==> config.mk <==
export PLATFORM = sky130hd
export DESIGN_NAME = ubg_top
export DESIGN_NICKNAME = d
export VERILOG_FILES = /design/src/design/ubg_pkg.sv /design/src/design/ubg_top.sv
export SDC_FILE = /design/constraint.sdc
export NUM_CORES = 1
export LEC_CHECK = 0
export BUFFER_PORTS_ARGS = -buffer_cell sky130_fd_sc_hd__buf_2
export CAP_MARGIN = 30
export CORE_MARGIN = 5
export CORE_UTILIZATION = 55
export CTS_CLUSTER_DIAMETER = 150
export CTS_CLUSTER_SIZE = 14
export DETAILED_ROUTE_END_ITERATION = 12
export GPL_TIMING_DRIVEN = 0
export PLACE_DENSITY = 0.8
export SYNTH_ARGS = -nofsm -noshare
export SYNTH_HDL_FRONTEND = slang
export SYNTH_SLANG_ARGS = --single-unit
==> constraint.sdc <==
create_clock -name sys_clk -period 2.4 [get_ports sys_clk]
set_input_delay 0.72 -clock sys_clk [delete_from_list [all_inputs] [get_ports sys_clk]]
set_output_delay 0.72 -clock sys_clk [all_outputs]
set_load 0.01 [all_outputs]
==> src/design/ubg_pkg.sv <==
// Constants, field layouts and carrier types of the serial bit-rate generator.
// Assumes one 50 MHz core clock, an APB master and an external Timer 1 block.
//
// Function
// RL1 - Shift mode ticks at core clock over 12
// RL2 - Fixed nine-bit mode divides by 64 or 32
// RL3 - Variable modes take rate from timer overflows
// RL4 - Timer 1: bit per 32 or 16 overflows
// RL5 - Any Timer 1 overflow source is accepted
// RL6 - Autoreload Timer 1 rate follows the formula
// RL7 - Software keeps Timer 1 interrupt disabled
// RL8 - Timer 2: sixteen overflows per bit
// RL9 - Timer 2 steps every two core clocks
// RL10 - Timer 2 select bits route each direction
// RL11 - Timer 2 reloads from sixteen-bit reload pair
// RL12 - Two mode bits choose the serial mode
// RL13 - Transmission starts at next bit tick only
// RL14 - Clear Timer 2 select falls back to Timer 1
// RL15 - Ticks are single-cycle pulses per direction

package ubg_pkg;

  // ---------------------------------------------------------------------------
  // Bus geometry and register map
  // ---------------------------------------------------------------------------
  localparam int unsigned ADDR_W = 12;
  localparam int unsigned DATA_W = 32;

  localparam logic [ADDR_W-1:0] OFS_SERIAL_CTRL   = 12'h000; // serial_control_reg
  localparam logic [ADDR_W-1:0] OFS_POWER_CTRL    = 12'h004; // power_control_reg
  localparam logic [ADDR_W-1:0] OFS_TIMER2_CTRL   = 12'h008; // timer2_control_reg
  localparam logic [ADDR_W-1:0] OFS_TIMER2_RELOAD = 12'h00C; // high and low reload bytes
  localparam logic [ADDR_W-1:0] OFS_STATUS        = 12'h010; // Read-only state

  // Field positions
  localparam int unsigned SER_MODE_HI_POS   = 7;  // serial_mode_bit_hi
  localparam int unsigned SER_MODE_LO_POS   = 6;  // serial_mode_bit_lo
  localparam int unsigned RATE_DOUBLE_POS   = 7;  // rate_double_bit
  localparam int unsigned TX_T2_POS         = 4;  // tx_rate_from_timer2
  localparam int unsigned RX_T2_POS         = 5;  // rx_rate_from_timer2
  localparam int unsigned RELOAD_LO_POS     = 0;  // timer2_reload_low at [7:0]
  localparam int unsigned RELOAD_HI_POS     = 8;  // timer2_reload_high at [15:8]
  localparam int unsigned STAT_T2CNT_POS    = 0;  // Timer 2 count at [15:0]
  localparam int unsigned STAT_PENDING_POS  = 16; // Transmit request waiting
  localparam int unsigned STAT_T2RUN_POS    = 17; // Timer 2 in rate mode

  // ---------------------------------------------------------------------------
  // Serial mode codes, {hi, lo}
  // ---------------------------------------------------------------------------
  localparam logic [1:0] MODE_SHIFT = 2'h0;
  localparam logic [1:0] MODE_VAR8  = 2'h1;
  localparam logic [1:0] MODE_FIX9  = 2'h2;
  localparam logic [1:0] MODE_VAR9  = 2'h3;

  // ---------------------------------------------------------------------------
  // Divider figures and derived terminal counts
  // ---------------------------------------------------------------------------
  localparam int unsigned MODE0_DIV   = 12;
  localparam int unsigned MODE2_SLOW  = 64;
  localparam int unsigned MODE2_FAST  = 32;
  localparam int unsigned T1_OVF_SLOW = 32;
  localparam int unsigned T1_OVF_FAST = 16;
  localparam int unsigned T2_OVF_PER  = 16;

  localparam logic [3:0]  MODE0_LAST   = 4'(MODE0_DIV - 1);
  localparam logic [5:0]  M2_LAST_SLOW = 6'(MODE2_SLOW - 1);
  localparam logic [4:0]  M2_LAST_FAST = 5'(MODE2_FAST - 1);
  localparam logic [4:0]  T1_LAST_SLOW = 5'(T1_OVF_SLOW - 1);
  localparam logic [4:0]  T1_LAST_FAST = 5'(T1_OVF_FAST - 1);
  localparam logic [3:0]  T2_DIV_LAST  = 4'(T2_OVF_PER - 1);
  localparam logic [15:0] T2_TOP       = 16'hFFFF;

  // ---------------------------------------------------------------------------
  // Carrier types
  // ---------------------------------------------------------------------------
  typedef struct packed {
    logic              psel;
    logic              penable;
    logic              pwrite;
    logic [ADDR_W-1:0] paddr;
    logic [DATA_W-1:0] pwdata;
  } ubg_apb_req_t;

  typedef struct packed {
    logic [1:0]  serMode;    // {serial_mode_bit_hi, serial_mode_bit_lo}
    logic        rateDouble; // rate_double_bit
    logic        txT2;       // tx_rate_from_timer2
    logic        rxT2;       // rx_rate_from_timer2
    logic [15:0] t2Reload;   // {timer2_reload_high, timer2_reload_low}
  } ubg_cfg_t;

  localparam ubg_cfg_t CFG_RESET = '0;

endpackage

==> src/design/ubg_top.sv <==
// Bit-rate tick generator for a four-mode serial port, with its APB registers.
// Assumes the Timer 1 overflow pulse and the transmit request come from logic
// on sys_clk, so neither is synchronised.
//
// The register addresses and the APB interface to the registers were chosen for this implementation.
`timescale 1ns/1ps
`default_nettype none

module ubg_top (
  input  wire logic                  sys_clk,        // Core clock, 50 MHz
  input  wire logic                  rst,            // Synchronous, active high
  input  wire ubg_pkg::ubg_apb_req_t apbReq,         // APB request group
  output logic [ubg_pkg::DATA_W-1:0] prdata,         // APB read data
  output logic                       pready,         // APB ready
  output logic                       pslverr,        // APB error, unmapped address
  input  wire logic                  timer1Overflow, // One pulse per Timer 1 overflow
  input  wire logic                  txRequest,      // Pulse on transmit buffer write
  output logic                       txBitTick,      // Transmit bit enable pulse
  output logic                       rxBitTick,      // Receive bit enable pulse
  output logic                       txStartGo       // Frame start pulse for shifter
);
  import ubg_pkg::*;

  // ---------------------------------------------------------------------------
  // Declarations
  // ---------------------------------------------------------------------------
  ubg_cfg_t          cfg_q;         // Software configuration
  logic              pready_q;      // Access-phase answer
  logic              pslverr_q;     // Error flag for the answer
  logic [DATA_W-1:0] prdata_q;      // Captured read data
  logic [DATA_W-1:0] rdData;        // Read mux
  logic              wrEn;          // Write takes effect this edge
  logic [3:0]        m0Cnt_q;       // Divide-by-12 counter
  logic [5:0]        m2Cnt_q;       // Divide-by-64/32 counter
  logic [4:0]        t1Cnt_q;       // Timer 1 overflow counter
  logic [15:0]       t2Cnt_q;       // Timer 2 count
  logic              t2Phase_q;     // Timer 2 half-rate prescaler
  logic [3:0]        t2Div_q;       // Timer 2 overflow counter
  logic              txPending_q;   // Transmit request waiting for a tick
  logic              txTick_q;      // Registered transmit tick
  logic              rxTick_q;      // Registered receive tick
  logic              txGo_q;        // Registered frame start
  logic              m0Tick;        // Shift-mode rate event
  logic              m2Tick;        // Fixed nine-bit rate event
  logic              t1BitTick;     // Timer 1 derived bit event
  logic              t2Run;         // Timer 2 in rate-generator mode
  logic              t2Step;        // Timer 2 increments this cycle
  logic              t2Load;        // Reload word written this edge
  logic              t2Ovf;         // Timer 2 overflow this cycle
  logic              t2BitTick;     // Timer 2 derived bit event
  logic              txSrc;         // Selected transmit event
  logic              rxSrc;         // Selected receive event
  logic [4:0]        t1Last;        // Timer 1 terminal count

  // ---------------------------------------------------------------------------
  // Decode helpers
  // ---------------------------------------------------------------------------
  // Address is one of the five mapped words
  function automatic logic isMapped(input logic [ADDR_W-1:0] addr);
    isMapped = (addr == OFS_SERIAL_CTRL) || (addr == OFS_POWER_CTRL) ||
               (addr == OFS_TIMER2_CTRL) || (addr == OFS_TIMER2_RELOAD) ||
               (addr == OFS_STATUS);
  endfunction

  // Pick the rate event for one direction from mode and Timer 2 select
  function automatic logic pickSource(input logic [1:0] mode, input logic selT2,
                                      input logic ev0, input logic ev2,
                                      input logic evT1, input logic evT2);
    case (mode)
      MODE_SHIFT: pickSource = ev0;
      MODE_FIX9:  pickSource = ev2;
      default:    pickSource = selT2 ? evT2 : evT1;
    endcase
  endfunction

  // ---------------------------------------------------------------------------
  // APB slave
  // ---------------------------------------------------------------------------
  // Write lands only at the edge where ready is sampled high
  assign wrEn = apbReq.psel && apbReq.penable && pready_q && apbReq.pwrite &&
                isMapped(apbReq.paddr);

  // Read mux; unused bits read zero
  always_comb begin
    rdData = '0;
    case (apbReq.paddr)
      OFS_SERIAL_CTRL: begin
        rdData[SER_MODE_HI_POS] = cfg_q.serMode[1];
        rdData[SER_MODE_LO_POS] = cfg_q.serMode[0];
      end
      OFS_POWER_CTRL: begin
        rdData[RATE_DOUBLE_POS] = cfg_q.rateDouble;
      end
      OFS_TIMER2_CTRL: begin
        rdData[TX_T2_POS] = cfg_q.txT2;
        rdData[RX_T2_POS] = cfg_q.rxT2;
      end
      OFS_TIMER2_RELOAD: begin
        rdData[RELOAD_HI_POS +: 8] = cfg_q.t2Reload[15:8];
        rdData[RELOAD_LO_POS +: 8] = cfg_q.t2Reload[7:0];
      end
      OFS_STATUS: begin
        rdData[STAT_T2CNT_POS +: 16] = t2Cnt_q;
        rdData[STAT_PENDING_POS]     = txPending_q;
        rdData[STAT_T2RUN_POS]       = t2Run;
      end
      default: begin
        rdData = '0;
      end
    endcase
  end

  // One wait state: ready rises after the first access cycle, for one cycle
  always_ff @(posedge sys_clk) begin
    if (rst) begin
      pready_q  <= 1'b0;
      pslverr_q <= 1'b0;
      prdata_q  <= '0;
    end else if (apbReq.psel && apbReq.penable && !pready_q) begin
      pready_q  <= 1'b1;
      pslverr_q <= !isMapped(apbReq.paddr);
      prdata_q  <= apbReq.pwrite ? '0 : rdData;
    end else begin
      pready_q  <= 1'b0;
      pslverr_q <= 1'b0;
    end
  end

  // Configuration registers; status word ignores writes
  always_ff @(posedge sys_clk) begin
    if (rst) begin
      cfg_q <= CFG_RESET;
    end else if (wrEn) begin
      case (apbReq.paddr)
        OFS_SERIAL_CTRL: begin
          cfg_q.serMode <= {apbReq.pwdata[SER_MODE_HI_POS],
                            apbReq.pwdata[SER_MODE_LO_POS]}; // RL12
        end
        OFS_POWER_CTRL: begin
          cfg_q.rateDouble <= apbReq.pwdata[RATE_DOUBLE_POS];
        end
        OFS_TIMER2_CTRL: begin
          cfg_q.txT2 <= apbReq.pwdata[TX_T2_POS]; // RL10
          cfg_q.rxT2 <= apbReq.pwdata[RX_T2_POS]; // RL10
        end
        OFS_TIMER2_RELOAD: begin
          cfg_q.t2Reload <= {apbReq.pwdata[RELOAD_HI_POS +: 8],
                             apbReq.pwdata[RELOAD_LO_POS +: 8]};
        end
        default: begin
          cfg_q <= cfg_q;
        end
      endcase
    end
  end

  // ---------------------------------------------------------------------------
  // Fixed-rate dividers
  // ---------------------------------------------------------------------------
  // Free running so a mode switch finds the divider already in phase
  assign m0Tick = (m0Cnt_q == MODE0_LAST); // RL1
  assign m2Tick = cfg_q.rateDouble ? (m2Cnt_q[4:0] == M2_LAST_FAST)
                                   : (m2Cnt_q == M2_LAST_SLOW); // RL2

  // Divide by 12
  always_ff @(posedge sys_clk) begin
    if (rst) begin
      m0Cnt_q <= '0;
    end else begin
      m0Cnt_q <= m0Tick ? 4'h0 : m0Cnt_q + 4'h1; // RL1
    end
  end

  // Divide by 64; its low five bits give divide by 32
  always_ff @(posedge sys_clk) begin
    if (rst) begin
      m2Cnt_q <= '0;
    end else begin
      m2Cnt_q <= m2Cnt_q + 6'h01; // RL2
    end
  end

  // ---------------------------------------------------------------------------
  // Timer 1 overflow divider
  // ---------------------------------------------------------------------------
  // Only the overflow pulse is seen, so the timer's mode and source do not matter
  assign t1Last    = cfg_q.rateDouble ? T1_LAST_FAST : T1_LAST_SLOW;
  assign t1BitTick = timer1Overflow && (t1Cnt_q >= t1Last); // RL4 RL5 RL6

  // Greater-or-equal keeps the count sane if doubling is set mid-count
  always_ff @(posedge sys_clk) begin
    if (rst) begin
      t1Cnt_q <= '0;
    end else if (timer1Overflow) begin
      t1Cnt_q <= t1BitTick ? 5'h00 : t1Cnt_q + 5'h01; // RL4
    end
  end

  // ---------------------------------------------------------------------------
  // Timer 2 in rate-generator mode
  // ---------------------------------------------------------------------------
  assign t2Run     = cfg_q.txT2 || cfg_q.rxT2; // RL10
  assign t2Step    = t2Run && t2Phase_q; // RL9
  assign t2Load    = wrEn && (apbReq.paddr == OFS_TIMER2_RELOAD); // RL11
  assign t2Ovf     = t2Step && (t2Cnt_q == T2_TOP);
  assign t2BitTick = t2Ovf && (t2Div_q == T2_DIV_LAST); // RL8

  // Half-rate prescaler, held clear while Timer 2 is idle
  // A preset restarts it so the preset count also lasts two cycles
  always_ff @(posedge sys_clk) begin
    if (rst) begin
      t2Phase_q <= 1'b0;
    end else begin
      t2Phase_q <= t2Run && !t2Phase_q && !t2Load; // RL9
    end
  end

  // Count up, reload on overflow; holds while not selected
  // A reload write also presets the count unless an overflow reloads it that cycle, so a new rate needs no full 16-bit wrap
  always_ff @(posedge sys_clk) begin
    if (rst) begin
      t2Cnt_q <= '0;
    end else if (t2Ovf) begin
      t2Cnt_q <= cfg_q.t2Reload; // RL11
    end else if (t2Load) begin
      t2Cnt_q <= {apbReq.pwdata[RELOAD_HI_POS +: 8], apbReq.pwdata[RELOAD_LO_POS +: 8]};
    end else if (t2Step) begin
      t2Cnt_q <= t2Cnt_q + 16'h0001;
    end
  end

  // Sixteen overflows per bit
  always_ff @(posedge sys_clk) begin
    if (rst) begin
      t2Div_q <= '0;
    end else if (t2Ovf) begin
      t2Div_q <= t2Div_q + 4'h1; // RL8
    end
  end

  // ---------------------------------------------------------------------------
  // Source selection and tick outputs
  // ---------------------------------------------------------------------------
  assign txSrc = pickSource(cfg_q.serMode, cfg_q.txT2, m0Tick, m2Tick,
                            t1BitTick, t2BitTick); // RL3 RL12 RL14
  assign rxSrc = pickSource(cfg_q.serMode, cfg_q.rxT2, m0Tick, m2Tick,
                            t1BitTick, t2BitTick); // RL3 RL12 RL14

  // Registered so each tick is one clean cycle wide
  always_ff @(posedge sys_clk) begin
    if (rst) begin
      txTick_q <= 1'b0;
      rxTick_q <= 1'b0;
    end else begin
      txTick_q <= txSrc; // RL15
      rxTick_q <= rxSrc; // RL15
    end
  end

  // Request waits for the next tick; a new request in the serving cycle survives
  always_ff @(posedge sys_clk) begin
    if (rst) begin
      txPending_q <= 1'b0;
      txGo_q      <= 1'b0;
    end else begin
      txPending_q <= txRequest || (txPending_q && !txSrc); // RL13
      txGo_q      <= txPending_q && txSrc; // RL13
    end
  end

  assign prdata    = prdata_q;
  assign pready    = pready_q;
  assign pslverr   = pslverr_q;
  assign txBitTick = txTick_q;
  assign rxBitTick = rxTick_q;
  assign txStartGo = txGo_q;

  // ---------------------------------------------------------------------------
  // Checks
  // ---------------------------------------------------------------------------
  // A period check waits one full new period after a write, so the first short tick is skipped
  logic [7:0] gapCnt_q;        // Cycles since last transmit tick
  logic [7:0] cfgAge_q;        // Cycles since last config write

  // Helper counters, saturating
  always_ff @(posedge sys_clk) begin
    if (rst || txTick_q) begin
      gapCnt_q <= '0;
    end else if (gapCnt_q != 8'hFF) begin
      gapCnt_q <= gapCnt_q + 8'h01;
    end
  end

  always_ff @(posedge sys_clk) begin
    if (rst || wrEn) begin
      cfgAge_q <= '0;
    end else if (cfgAge_q != 8'hFF) begin
      cfgAge_q <= cfgAge_q + 8'h01;
    end
  end
endmodule

`default_nettype wire

* After elaboration in Yosys (flattened, before gate mapping)
Index checks and enable logic that the tools add are counted.
Word-level totals: input bits 51, output and inout port bits 37, register bits 95
Operators by class: add/subtract/negate cells 5, bitwise logic cells 1, order comparisons 1, muxes and demuxes 18, equal/unequal tests 10, reductions and logical operators 34
Operators by type and width (number):
- 16-bit 2-to-1 mux | 3
- 12-bit by 4-bit equality test with 1-bit output (second input constant) | 2
- 18-bit 2-to-1 mux | 1
- 16-bit by 1-bit adder with 16-bit output (second input constant) | 1
- 16-bit equality test (second input constant) | 1
- 8-bit case mux with 2 select lines | 1
- 1-bit logical AND | 14
- 12-bit by 3-bit equality test with 1-bit output (second input constant) | 1
- 12-bit by 5-bit equality test with 1-bit output (second input constant) | 1
- 12-bit zero test | 1
- 5-bit 2-to-1 mux | 2
- 4-bit by 1-bit adder with 4-bit output (second input constant) | 2
- 4-bit equality test (second input constant) | 2
- 4-bit case mux with 2 select lines | 1
- 2-bit AND reduction | 4
- 6-bit by 1-bit adder with 6-bit output (second input constant) | 1
- 6-bit equality test (second input constant) | 1
- 1-bit logical OR | 6
- 2-bit case mux with 3 select lines | 1
- 5-bit by 1-bit adder with 5-bit output (second input constant) | 1
- 5-bit equality test (second input constant) | 1
- 5-bit >= comparator | 1
- 1-bit zero test | 5
- 1-bit 2-to-1 mux | 4
- 9 further kinds | 11

* Logic depth before layout (Yosys ltp)
Gate-level depths: netlist (run 1).
depth in word-level cells 9, gate-level depth with buffers 7, depth with buffers taken out 7

* Worst setup path before layout (run 1)
Ideal clock, no wire load.
path kind input -> register, start point in apbReq[41] (netlist name), end point reg t2Cnt_q[11], slack 142 ps, cell stages on the path 6, arrival 2170 ps, data required time 2312 ps, path buffers 1, cell sequence nor3_1 > nand4_2 > or2_1 > buf_2 > a211o_1 > a311oi_2
Between the ends: word-level cells in the longest chain between the ends 9, elaborated cells on any way between the ends 14, classes of those cells eq/ne (4); mux (2); reduce/logical (8)
Ends and longest elaborated chain:
- start, declared | RTL line ubg_top.sv:12 | input wire ubg_pkg::ubg_apb_req_t apbReq,
- 12-bit by 3-bit equality test with 1-bit output / 12-bit zero test (equally long branches) | RTL line ubg_top.sv:60 | isMapped = (addr == OFS_SERIAL_CTRL) || (addr == OFS_POWER_CTRL) ||
- 1-bit logical OR (2 in series) | RTL line ubg_top.sv:60
- 1-bit logical OR (2 in series) | RTL line ubg_top.sv:61 | (addr == OFS_TIMER2_CTRL) || (addr == OFS_TIMER2_RELOAD) ||
- 1-bit logical AND | RTL line ubg_top.sv:80 | assign wrEn = apbReq.psel && apbReq.penable && pready_q && apbReq.pwrite &&
- 1-bit logical AND (*) | RTL line ubg_top.sv:204 | assign t2Load = wrEn && (apbReq.paddr == OFS_TIMER2_RELOAD);
- 16-bit 2-to-1 mux | RTL line ubg_top.sv:225 | end else if (t2Load) begin
- 16-bit 2-to-1 mux | RTL line ubg_top.sv:223 | end else if (t2Ovf) begin
- end signal, assigned | RTL line ubg_top.sv:224 | t2Cnt_q <= cfg_q.t2Reload;
- end signal, assigned | RTL line ubg_top.sv:226 | t2Cnt_q <= {apbReq.pwdata[RELOAD_HI_POS +: 8], apbReq.pwdata[RELOAD_LO_POS +: 8]};
- end signal, assigned | RTL line ubg_top.sv:228 | t2Cnt_q <= t2Cnt_q + 16'h0001;
- end, declared | RTL line ubg_top.sv:36 | logic [15:0] t2Cnt_q;
Every way passes the cells marked *; elsewhere a longest branch is shown, timed or not. A chain may end at the register's enable or synchronous reset.

* Final worst setup path (run 1)
start point in apbReq[42] (netlist name), end point reg cfg_q[11] (netlist name)
Between the ends: word-level cells in the longest chain between the ends 7, elaborated cells on any way between the ends 11, classes of those cells eq/ne (4); reduce/logical (7)
Ends and longest elaborated chain:
- 12-bit by 3-bit equality test with 1-bit output / 12-bit zero test (equally long branches) | RTL line ubg_top.sv:60
- 1-bit logical OR (2 in series) | RTL line ubg_top.sv:60
- 1-bit logical OR (2 in series) | RTL line ubg_top.sv:61
- 1-bit logical AND | RTL line ubg_top.sv:80
- 2-bit AND reduction (no line) (*)
- end signal, assigned | RTL line ubg_top.sv:151 | cfg_q <= cfg_q;
- end, declared | RTL line ubg_top.sv:27 | ubg_cfg_t cfg_q;
Marked as above.

==> results of run 1 <==
## registers in the layout, indices dropped and copies added (netlist names)
register and cells:
t2Div_q 4, t2Phase_q 1, cfg_q 21, pslverr 1, m2Cnt_q 6, m0Cnt_q 4, rxBitTick 1, prdata 18
t2Cnt_q 16, pready 1, txBitTick 1, txPending_q 1, txStartGo 1, t1Cnt_q 5
## metrics by stage
step           setup slack, ns  instances
4_1_cts                 0.0227        665
2_1_floorplan            0.142        498
6_report                0.0672        665
3_5_place_dp            -0.435        652
3_3_place_gp            -0.374        651
5_1_grt                -0.0125        665
## repair_timing
action | in CTS | in global routing
gates cloned | 0 | 0
resized for setup | 5 | 5
pin swaps | 0 | 1
setup endpoints to repair | 17 | 47
## cells in the final DEF (no fill, tap or decap), types with 4 or more instances in the layout
cell / instances
dfxtp_1: 79
buf_2: 68
nor2_1: 61
nand2_1: 52
a21oi_1: 30
clkbuf_1: 16
nor3_1: 16
buf_4: 14
conb_1: 14
o21ai_0: 13
nand3_1: 12
a222oi_1: 12
xor2_1: 11
mux2i_1: 10
clkbuf_8: 10
xnor2_1: 9
and3_1: 7
nand4_1: 7
a211o_1: 7
nand2_2: 7
a311oi_2: 7
ha_1: 6
nor4_1: 5
o211ai_1: 5
and4_1: 4
buf_1: 4
nor2b_1: 4
and2_1: 4
o21a_1: 4
or3_1: 4
a22oi_1: 4
a311oi_1: 4
## layout make-up
| type | count | area, µm² |
|---|---|---|
| fillers | 624 | 2520 |
| multi-input cells | 368 | 2370 |
| flip-flops and latches | 81 | 1620 |
| repair buffers | 55 | 275 |
| plain buffers | 46 | 258 |
| clock buffers | 12 | 145 |
| well taps | 99 | 124 |
| inverters | 3 | 11.3 |
| clock inverters | 1 | 5.00 |
## kinds of logic after synthesis
logic type,synth area share (%)
flip-flops,38.9
XOR/XNOR,4.21
buffers and inverters,6.46
multiplexers,2.40
AND/OR/NAND/NOR,25.9
adder cells (fa/ha/maj),2.10
AO/OA/AOI/OAI,19.9
other,0.0901
## worst paths after layout
path / startpoint / to / depth (start not counted)
setup / recovery: apbReq[42] / cfg_q[11] / 8
setup reg to reg: t2Cnt_q[0] / t2Cnt_q[8] / 7
hold / removal: prdata[5] / prdata[5] / 2
hold reg to reg: prdata[5] / prdata[5] / 2
## power breakdown
part	leakage [µW]	total [µW]	switching, µW	internal [µW]
Clock	0.0000782	843	457	387
Sequential	0.000655	1370	12.3	1360
Combinational	0.00113	169	105	64.5
## worst max-delay path, cell delays in order
cell	delay [ns]
buf_2	0.11
nor4_4	0.33
nand4_2	0.31
or2_1	0.33
buf_2	0.21
buf_1	0.30
nand2_1	0.15
a21oi_1	0.07
## routing by layer
layer / vias to the layer above / wire (µm) / global-route usage, %
met4: 0 / 228 / 9.94
met5: - / 0 / 0
li1: 1891 / - / -
met3: 20 / 1310 / 6.76
met1: 1876 / 5100 / 33.1
met2: 249 / 5420 / 38.9
==> results.yml, run 1 <==
status:
  status: "completed"
cts:
  clockRootBuffer: "clkbuf_8"
  clkLatencyLatePin_ns: 0.35
  clk_pin_slew_ns: 0.08
  cts_tree: "built"
  cts.sinks: 81
  numCtsBuffers: 9
  htree_levels: 3
  cts_hold_buf: 0
  clockBufferDepth: 2
  post_cts_buffers: 0
synth:
  ys.flop_type: "dfxtp_1"
  synthCells: 485
  netlist.area_leader.share_pct: 38.9
  synth_cell_types: 62
  yosysMostFrequentCell: "dfxtp_1"
  ys_ff_latch: 81
  synthTopCellsByCount: "81 x dfxtp_1, 62 x nor2_1, 52 x nand2_1"
  avgSynthCellArea_um2: 8.59
  synth_largest_area_cell: "dfxtp_1"
  synthArstFlopShare_pct: 0
  netlist_area_um2: 4160
  seq_area_frac_synth_pct: 38.9
  ys_top_cells_by_area: "dfxtp_1 39%, nor2_1 5.6%, nand2_1 4.7%"
  synth_warnings: 0
  synth_edf_count: 0
placed_design:
  portBuffers: 54
  place_area_um2: 4610
  gp_congestion: 0.963
  hpwl_um: 8840
floorplanning:
  die_x_um: 97.0
  num_rows: 31
  fp.coreArea_um2: 7330
  ios: 88
  die_h_um: 97.0
  die_area_um2: 9410
  initial_core_util_pct: 56.8
grt:
  grt_usage_pct: 25.1
  grt_overflow: 0
  grt_pass1_wl_um: 19300
  antenna_found_initial: 0
  grt_pass1_vias: 3843
  grt_max_degree: 12
timing:
  rsz0062_at_grt: "yes"
  finalSetupViolCount: 0
  timing.fmax_mhz: 429
  drv_slew: 0
  min_period_ns: 2.33
  relSlewSlack_pct: 35.1
  skew_ns: 0.00849
  tightest_slew_ns: 0.970
  finalCritPeriodShare_pct: 97.2
  hold_ws_ns: 0.460
  hold_viol_final: 0
  fin_tns_setup_ns: 0
finish:
  fin_area_um2: 4810
  diodes: 0
  post-route-util_pct: 65.7
  num-nets-final: 622
  drive_gt1_share_pct: 22.3
  synthToLayoutAreaGrowth_pct: 15.6
route:
  first_pass_iters: 5
  vias: 4036
  vias_per_cell: 6.07
  drt-total-wl_um: 12100
  ant_nets: 0
  drc: 0
  wl_per_cell_um: 18.1
  dr.first_iter.drc_count: 484
pwr:
  fin_total_pwr_uw: 2380
  vdd_drop_max_uv: 288
  powerDensity_nw_per_um2: 495
  p_leak_uw: 0.00187
setup_path:
  worst_setup_path_end_kind: "register"
  crit_required_ns: 2.60
  path_max_fanout: 10
  worstPathArrival_ns: 2.53
  start_kind: "input pin"
  critPathKind: "input pin to register"
  rrSetupSlack_ns: 0.12
worst_hold_path:
  worst_hold_path_type: "register to register"
flow_run:
  cap_viol_max_count: 0
Note: power is estimated with default switching activity, not from simulation.
==> run 2: changes to the inputs <==
Settings changed: CORE_MARGIN 5 to default.
==> run 2 against run 1 <==
Compared with the run above: critical path type unchanged; power grew 6.8%; non-clock buffer count is the same; sequential cell count unchanged; worst hold slack got worse by 0.016 ns; largest power group unchanged.
==> results.yml, run 2 (synthesis gave the netlist of run 1 again) <==
placed_design:
  gp_congestion: 0.918
  portBuffers: 54
  hpwl_um: 8720
  numPlacedInstances: 652
grt:
  grt_max_degree: 15
  grt_pass1_vias: 3518
  grt_overflow: 0
  grt_usage_pct: 31.8
  grt_pass1_wl_um: 18700
  antenna_found_initial: 0
timing:
  hold_viol_final: 0
  min_period_ns: 2.34
  relSlewSlack_pct: 40.7
  rsz0062_at_grt: "no"
  timing.fmax_mhz: 427
  drv_slew: 0
  fin_tns_setup_ns: 0
  finalCritPeriodShare_pct: 97.5
  finalSetupViolCount: 0
  tightest_slew_ns: 0.886
  skew_ns: 0.00975
setup_path:
  start_kind: "input pin"
  r2r-start: "t2Cnt_q[0]"
  slowest_delay_ns: 0.41
  worst_setup_path_end_kind: "register"
  path_delay_family: "simple AND/OR/NAND/NOR gates"
  path_common_cell: "buf_2"
  slowest_stage: "o21ai_4"
  crit_required_ns: 2.67
  worst-path-buf-inv: 2
  worstPathCellList: "buf_2 -> nor4_4 -> nand3_2 -> o21ai_4 -> buf_2 -> nor2_1 -> a311oi_2"
  worstPathArrival_ns: 2.61
  rrSetupSlack_ns: 0.10
  critPathKind: "input pin to register"
  path_max_fanout: 10
  reg2regPathDepth: 7
  reg2reg_to: "t2Cnt_q[12]"
pwr:
  powerDensity_nw_per_um2: 523
  vdd_drop_max_uv: 379
  p_leak_uw: 0.00189
finish:
  regMostFlops: "cfg_q"
  largest_reg_flops: 21
  final_cell_mix: "79 x dfxtp_1, 67 x buf_2, 61 x nor2_1, 52 x nand2_1, 30 x a21oi_1"
  layout.cells.non_filler: 668
  drive_gt1_share_pct: 23.0
  num-nets-final: 622
  diodes: 0
  synthToLayoutAreaGrowth_pct: 16.8
  final_common_cell: "dfxtp_1"
route:
  ant_nets: 0
  drt-total-wl_um: 12300
  vias: 4044
  drc: 0
  vias_per_cell: 6.05
  first_pass_iters: 6
  wl_per_cell_um: 18.4
  dr.first_iter.drc_count: 363
floorplanning:
  fp.coreArea_um2: 7290
  die_x_um: 89.0
  die_h_um: 89.0
  ios: 88
  num_rows: 31
  die_area_um2: 7920
  initial_core_util_pct: 57.1
cts:
  clockRootBuffer: "clkbuf_8"
  cts_tree: "built"
  cts.sinks: 81
  clkLatencyLatePin_ns: 0.36
  numCtsBuffers: 9
  clk_pin_slew_ns: 0.08
  clockBufferDepth: 2
  htree_levels: 3
flow_run:
  cap_viol_max_count: 0
worst_hold_path:
  worst_hold_path_type: "register to register"
  worstHoldEndpoint: "prdata[5]"
  holdPathStages: 2
  hold_start: "prdata[5]"
status:
  status: "completed"
==> run 2: metal layers <==
| layer | wire length (µm) | part of all wire (%) | track usage, % |
|---|---|---|---|
| met1 | 5490 | 45 | 45.0 |
| met2 | 5490 | 45 | 49.7 |
| met3 | 1100 | 9.0 | 5.91 |
| met4 | 187 | 1.5 | 9.24 |
| met5 | 0 | 0 | 0 |
==> run 2: worst max-delay path by stage <==
stage	depth (start not counted)	startpoint	to
5_1_grt	6	apbReq[36]	t2Cnt_q[1]
2_1_floorplan	6	apbReq[41]	t2Cnt_q[11]
6_report	7	apbReq[42]	t2Cnt_q[12]
4_1_cts	7	t2Cnt_q[0]	t2Cnt_q[4]
3_5_place_dp	7	apbReq[41]	prdata[13]
3_3_place_gp	7	apbReq[41]	prdata[17]
==> run 2: where the power goes <==
part | internal [µW] | switching [µW] | total, µW
clock | 485 | 522 | 1010
combinational | 64.1 | 104 | 168
sequential | 1360 | 12.4 | 1370
total | 1910 | 639 | 2540
==> run 2: tightest hold or removal path: stages (launching register included) <==
cell and delay [ns]:
dfxtp_1 0.31, nand2_1 0.05, o21ai_1 0.05
==> run 2: per-stage QoR <==
| stage | hold WS [ns] | utilization (%) | total power, µW | setup slack [ns] | instance area (µm²) |
|---|---|---|---|---|---|
| after detailed placement | 0.435 | 63.3 | 1560 | -0.461 | 4610 |
| after global routing | 0.470 | 66.7 | 2620 | 0.0148 | 4860 |
| after global placement | 0.436 | 63.2 | 1560 | -0.427 | 4610 |
| final | 0.444 | 66.7 | 2540 | 0.0608 | 4860 |
| after floorplan | 0.430 | - | 1500 | 0.142 | 4210 |
| after CTS | 0.446 | 66.3 | 2540 | 0.0355 | 4840 |
==> run 2: area by class of cell <==
class	instances	area, µm²
inverter	3	11.3
sequential	81	1620
clock buffer	10	128
fill	624	2430
buffer	46	259
clock inverter	6	67.6
timing repair buffer	55	278
tap	99	124
multi-input combinational	368	2370
==> run 2: repair_timing <==
item,CTS,global route
pin swaps,0,2
hold buffers,0,0
resized for setup,6,5
buffers inserted,0,0
hold endpoints to repair,0,0
endpoints found under the setup margin,22,34
==> run 3: changes to the inputs <==
Settings changed: CTS_CLUSTER_SIZE 14 to default, GPL_TIMING_DRIVEN 0 to default.
==> run 3 against run 2 <==
Compared with the run above: sequential cell count unchanged; non-clock buffer count decreased by 10; core utilization shrank 0.43 points; final area is 0.64% lower; worst setup slack improved by 0.17 ns; clock-buffer cell count did not move; combinational power decreased by 14%; critical path type is now register to register; critical endpoint is now t2Cnt_q[11]; highest routed layer unchanged.
==> results.yml, run 3 (synthesis gave the netlist of run 1 again) <==
route:
  vias: 3968
  vias_per_cell: 6.03
  drt-total-wl_um: 10600
  ant_nets: 0
  first_pass_iters: 6
  wl_per_cell_um: 16.2
  dr.first_iter.drc_count: 396
  drc: 0
worst_hold_path:
  worst_hold_path_type: "register to register"
  hold_start: "prdata[17]"
  holdPathStages: 2
  worstHoldEndpoint: "prdata[17]"
finish:
  regMostFlops: "cfg_q"
  final_cell_mix: "81 x dfxtp_1, 62 x nor2_1, 57 x buf_2, 52 x nand2_1, 32 x buf_4"
  num-nets-final: 612
  largest_reg_flops: 21
  synthToLayoutAreaGrowth_pct: 16.0
  seq_area_um2: 1620
  final_common_cell: "dfxtp_1"
  post-route-util_pct: 66.2
  multi_input_area_um2: 2330
  diodes: 0
  drive_gt1_share_pct: 24.0
  n_fill_cell: 604
floorplanning:
  fp.coreArea_um2: 7290
  num_rows: 31
  ios: 88
  initial_core_util_pct: 57.1
  die_h_um: 89.0
  die_x_um: 89.0
  die_area_um2: 7920
cts:
  cts_tree: "built"
  cts_hold_buf: 0
  htree_levels: 3
  numCtsBuffers: 9
  clk_pin_slew_ns: 0.08
  cts_resized: 0
  clkLatencyLatePin_ns: 0.37
  post_cts_buffers: 0
  cts.sinks: 81
  clockBufferDepth: 2
  clockRootBuffer: "clkbuf_8"
setup_path:
  slowest_stage: "or4_4"
  critPathKind: "register to register"
  path_delay_family: "simple AND/OR/NAND/NOR gates"
  reg2regPathDepth: 7
  reg2reg_to: "t2Cnt_q[11]"
  worst_setup_path_end_kind: "register"
  worst-path-buf-inv: 1
  worstPathCellList: "ha_1 -> nand3_2 -> or4_4 -> nor2_8 -> buf_12 -> nand2_2 -> a311oi_2"
  rrSetupSlack_ns: 0.23
  r2r-start: "t2Cnt_q[1]"
  start_kind: "register"
  worstPathArrival_ns: 2.45
  path_max_fanout: 11
  crit_required_ns: 2.68
  slowest_delay_ns: 0.56
pwr:
  power.internal_uw: 1820
  switching_power_uw: 625
  switching_share_pct: 25.6
  power_frac_seq_pct: 56.1
  combPwrFrac_pct: 5.9
  powerDensity_nw_per_um2: 506
  clkPwrFrac_pct: 37.9
  vdd_drop_max_uv: 279
  p_leak_uw: 0.00187
grt:
  antenna_found_initial: 0
  grt_max_degree: 39
  grt_pass1_wl_um: 17400
  grt_pass1_vias: 3613
  grt_overflow: 0
  grt_usage_pct: 28.4
timing:
  drv_slew: 0
  rsz0062_at_grt: "no"
  finalSetupViolCount: 0
  skew_ns: 0.0110
  timing.fmax_mhz: 460
  finalCritPeriodShare_pct: 90.6
  fin_tns_setup_ns: 0
  hold_viol_final: 0
  relSlewSlack_pct: 60.4
  min_period_ns: 2.17
  tightest_slew_ns: 0.588
status:
  status: "completed"
placed_design:
  hpwl_um: 7650
  gp_congestion: 0.907
  portBuffers: 57
flow_run:
  cap_viol_max_count: 0
[run 3: power groups by stage]
stage / Clock, µW / Sequential [µW] / Combinational [µW]
final: 927 / 1370 / 145
after global routing: 998 / 1370 / 162
after CTS: 939 / 1370 / 144
after detailed placement: 0 / 1400 / 143
after global placement: 0 / 1400 / 138
after floorplan: 0 / 1400 / 97.1
[run 3: how the worst max path moves through the flow]
stage | startpoint | endpoint | cells after the start
3_5_place_dp | apbReq[42] | t2Cnt_q[8] | 7
3_3_place_gp | apbReq[42] | t2Cnt_q[8] | 7
5_1_grt | t2Cnt_q[1] | t2Cnt_q[0] | 8
2_1_floorplan | apbReq[41] | t2Cnt_q[11] | 6
4_1_cts | t2Cnt_q[1] | t2Cnt_q[11] | 7
6_report | t2Cnt_q[1] | t2Cnt_q[11] | 7
[run 3: metal layers]
metal  GRT usage, %  up-vias  share of wire [%]
li1               -     1876                  -
met1           38.5     1878                 44
met2           45.0      187                 46
met3           3.97       27                7.5
met4           13.4        0                2.3
met5              0        -                  0
[run 3: tightest hold or removal path, cell delays in order, from the launching register on]
cell,delay (ns)
dfxtp_1,0.32
nand2_1,0.05
a21oi_1,0.05
[run 3: area by class of cell]
type                            count  area share, %
Sequential cell                    81           33.6
Clock inverter                      6          0.881
Timing Repair Buffer               91           11.7
Tap cell                           99           2.56
Inverter                            3          0.233
Clock buffer                       10           2.85
Multi-Input combinational cell    368           48.2
[run 3: per-stage QoR]
stage	hold slack, ns	total power, µW	cell area, µm²	instances	setup slack [ns]
floorplan	0.430	1500	4210	498	0.142
global placement	0.440	1540	4650	642	0.0688
detailed placement	0.446	1540	4650	642	0.0113
CTS	0.458	2450	4830	658	0.256
global route	0.473	2530	4830	658	0.0896
finish	0.461	2440	4830	658	0.226
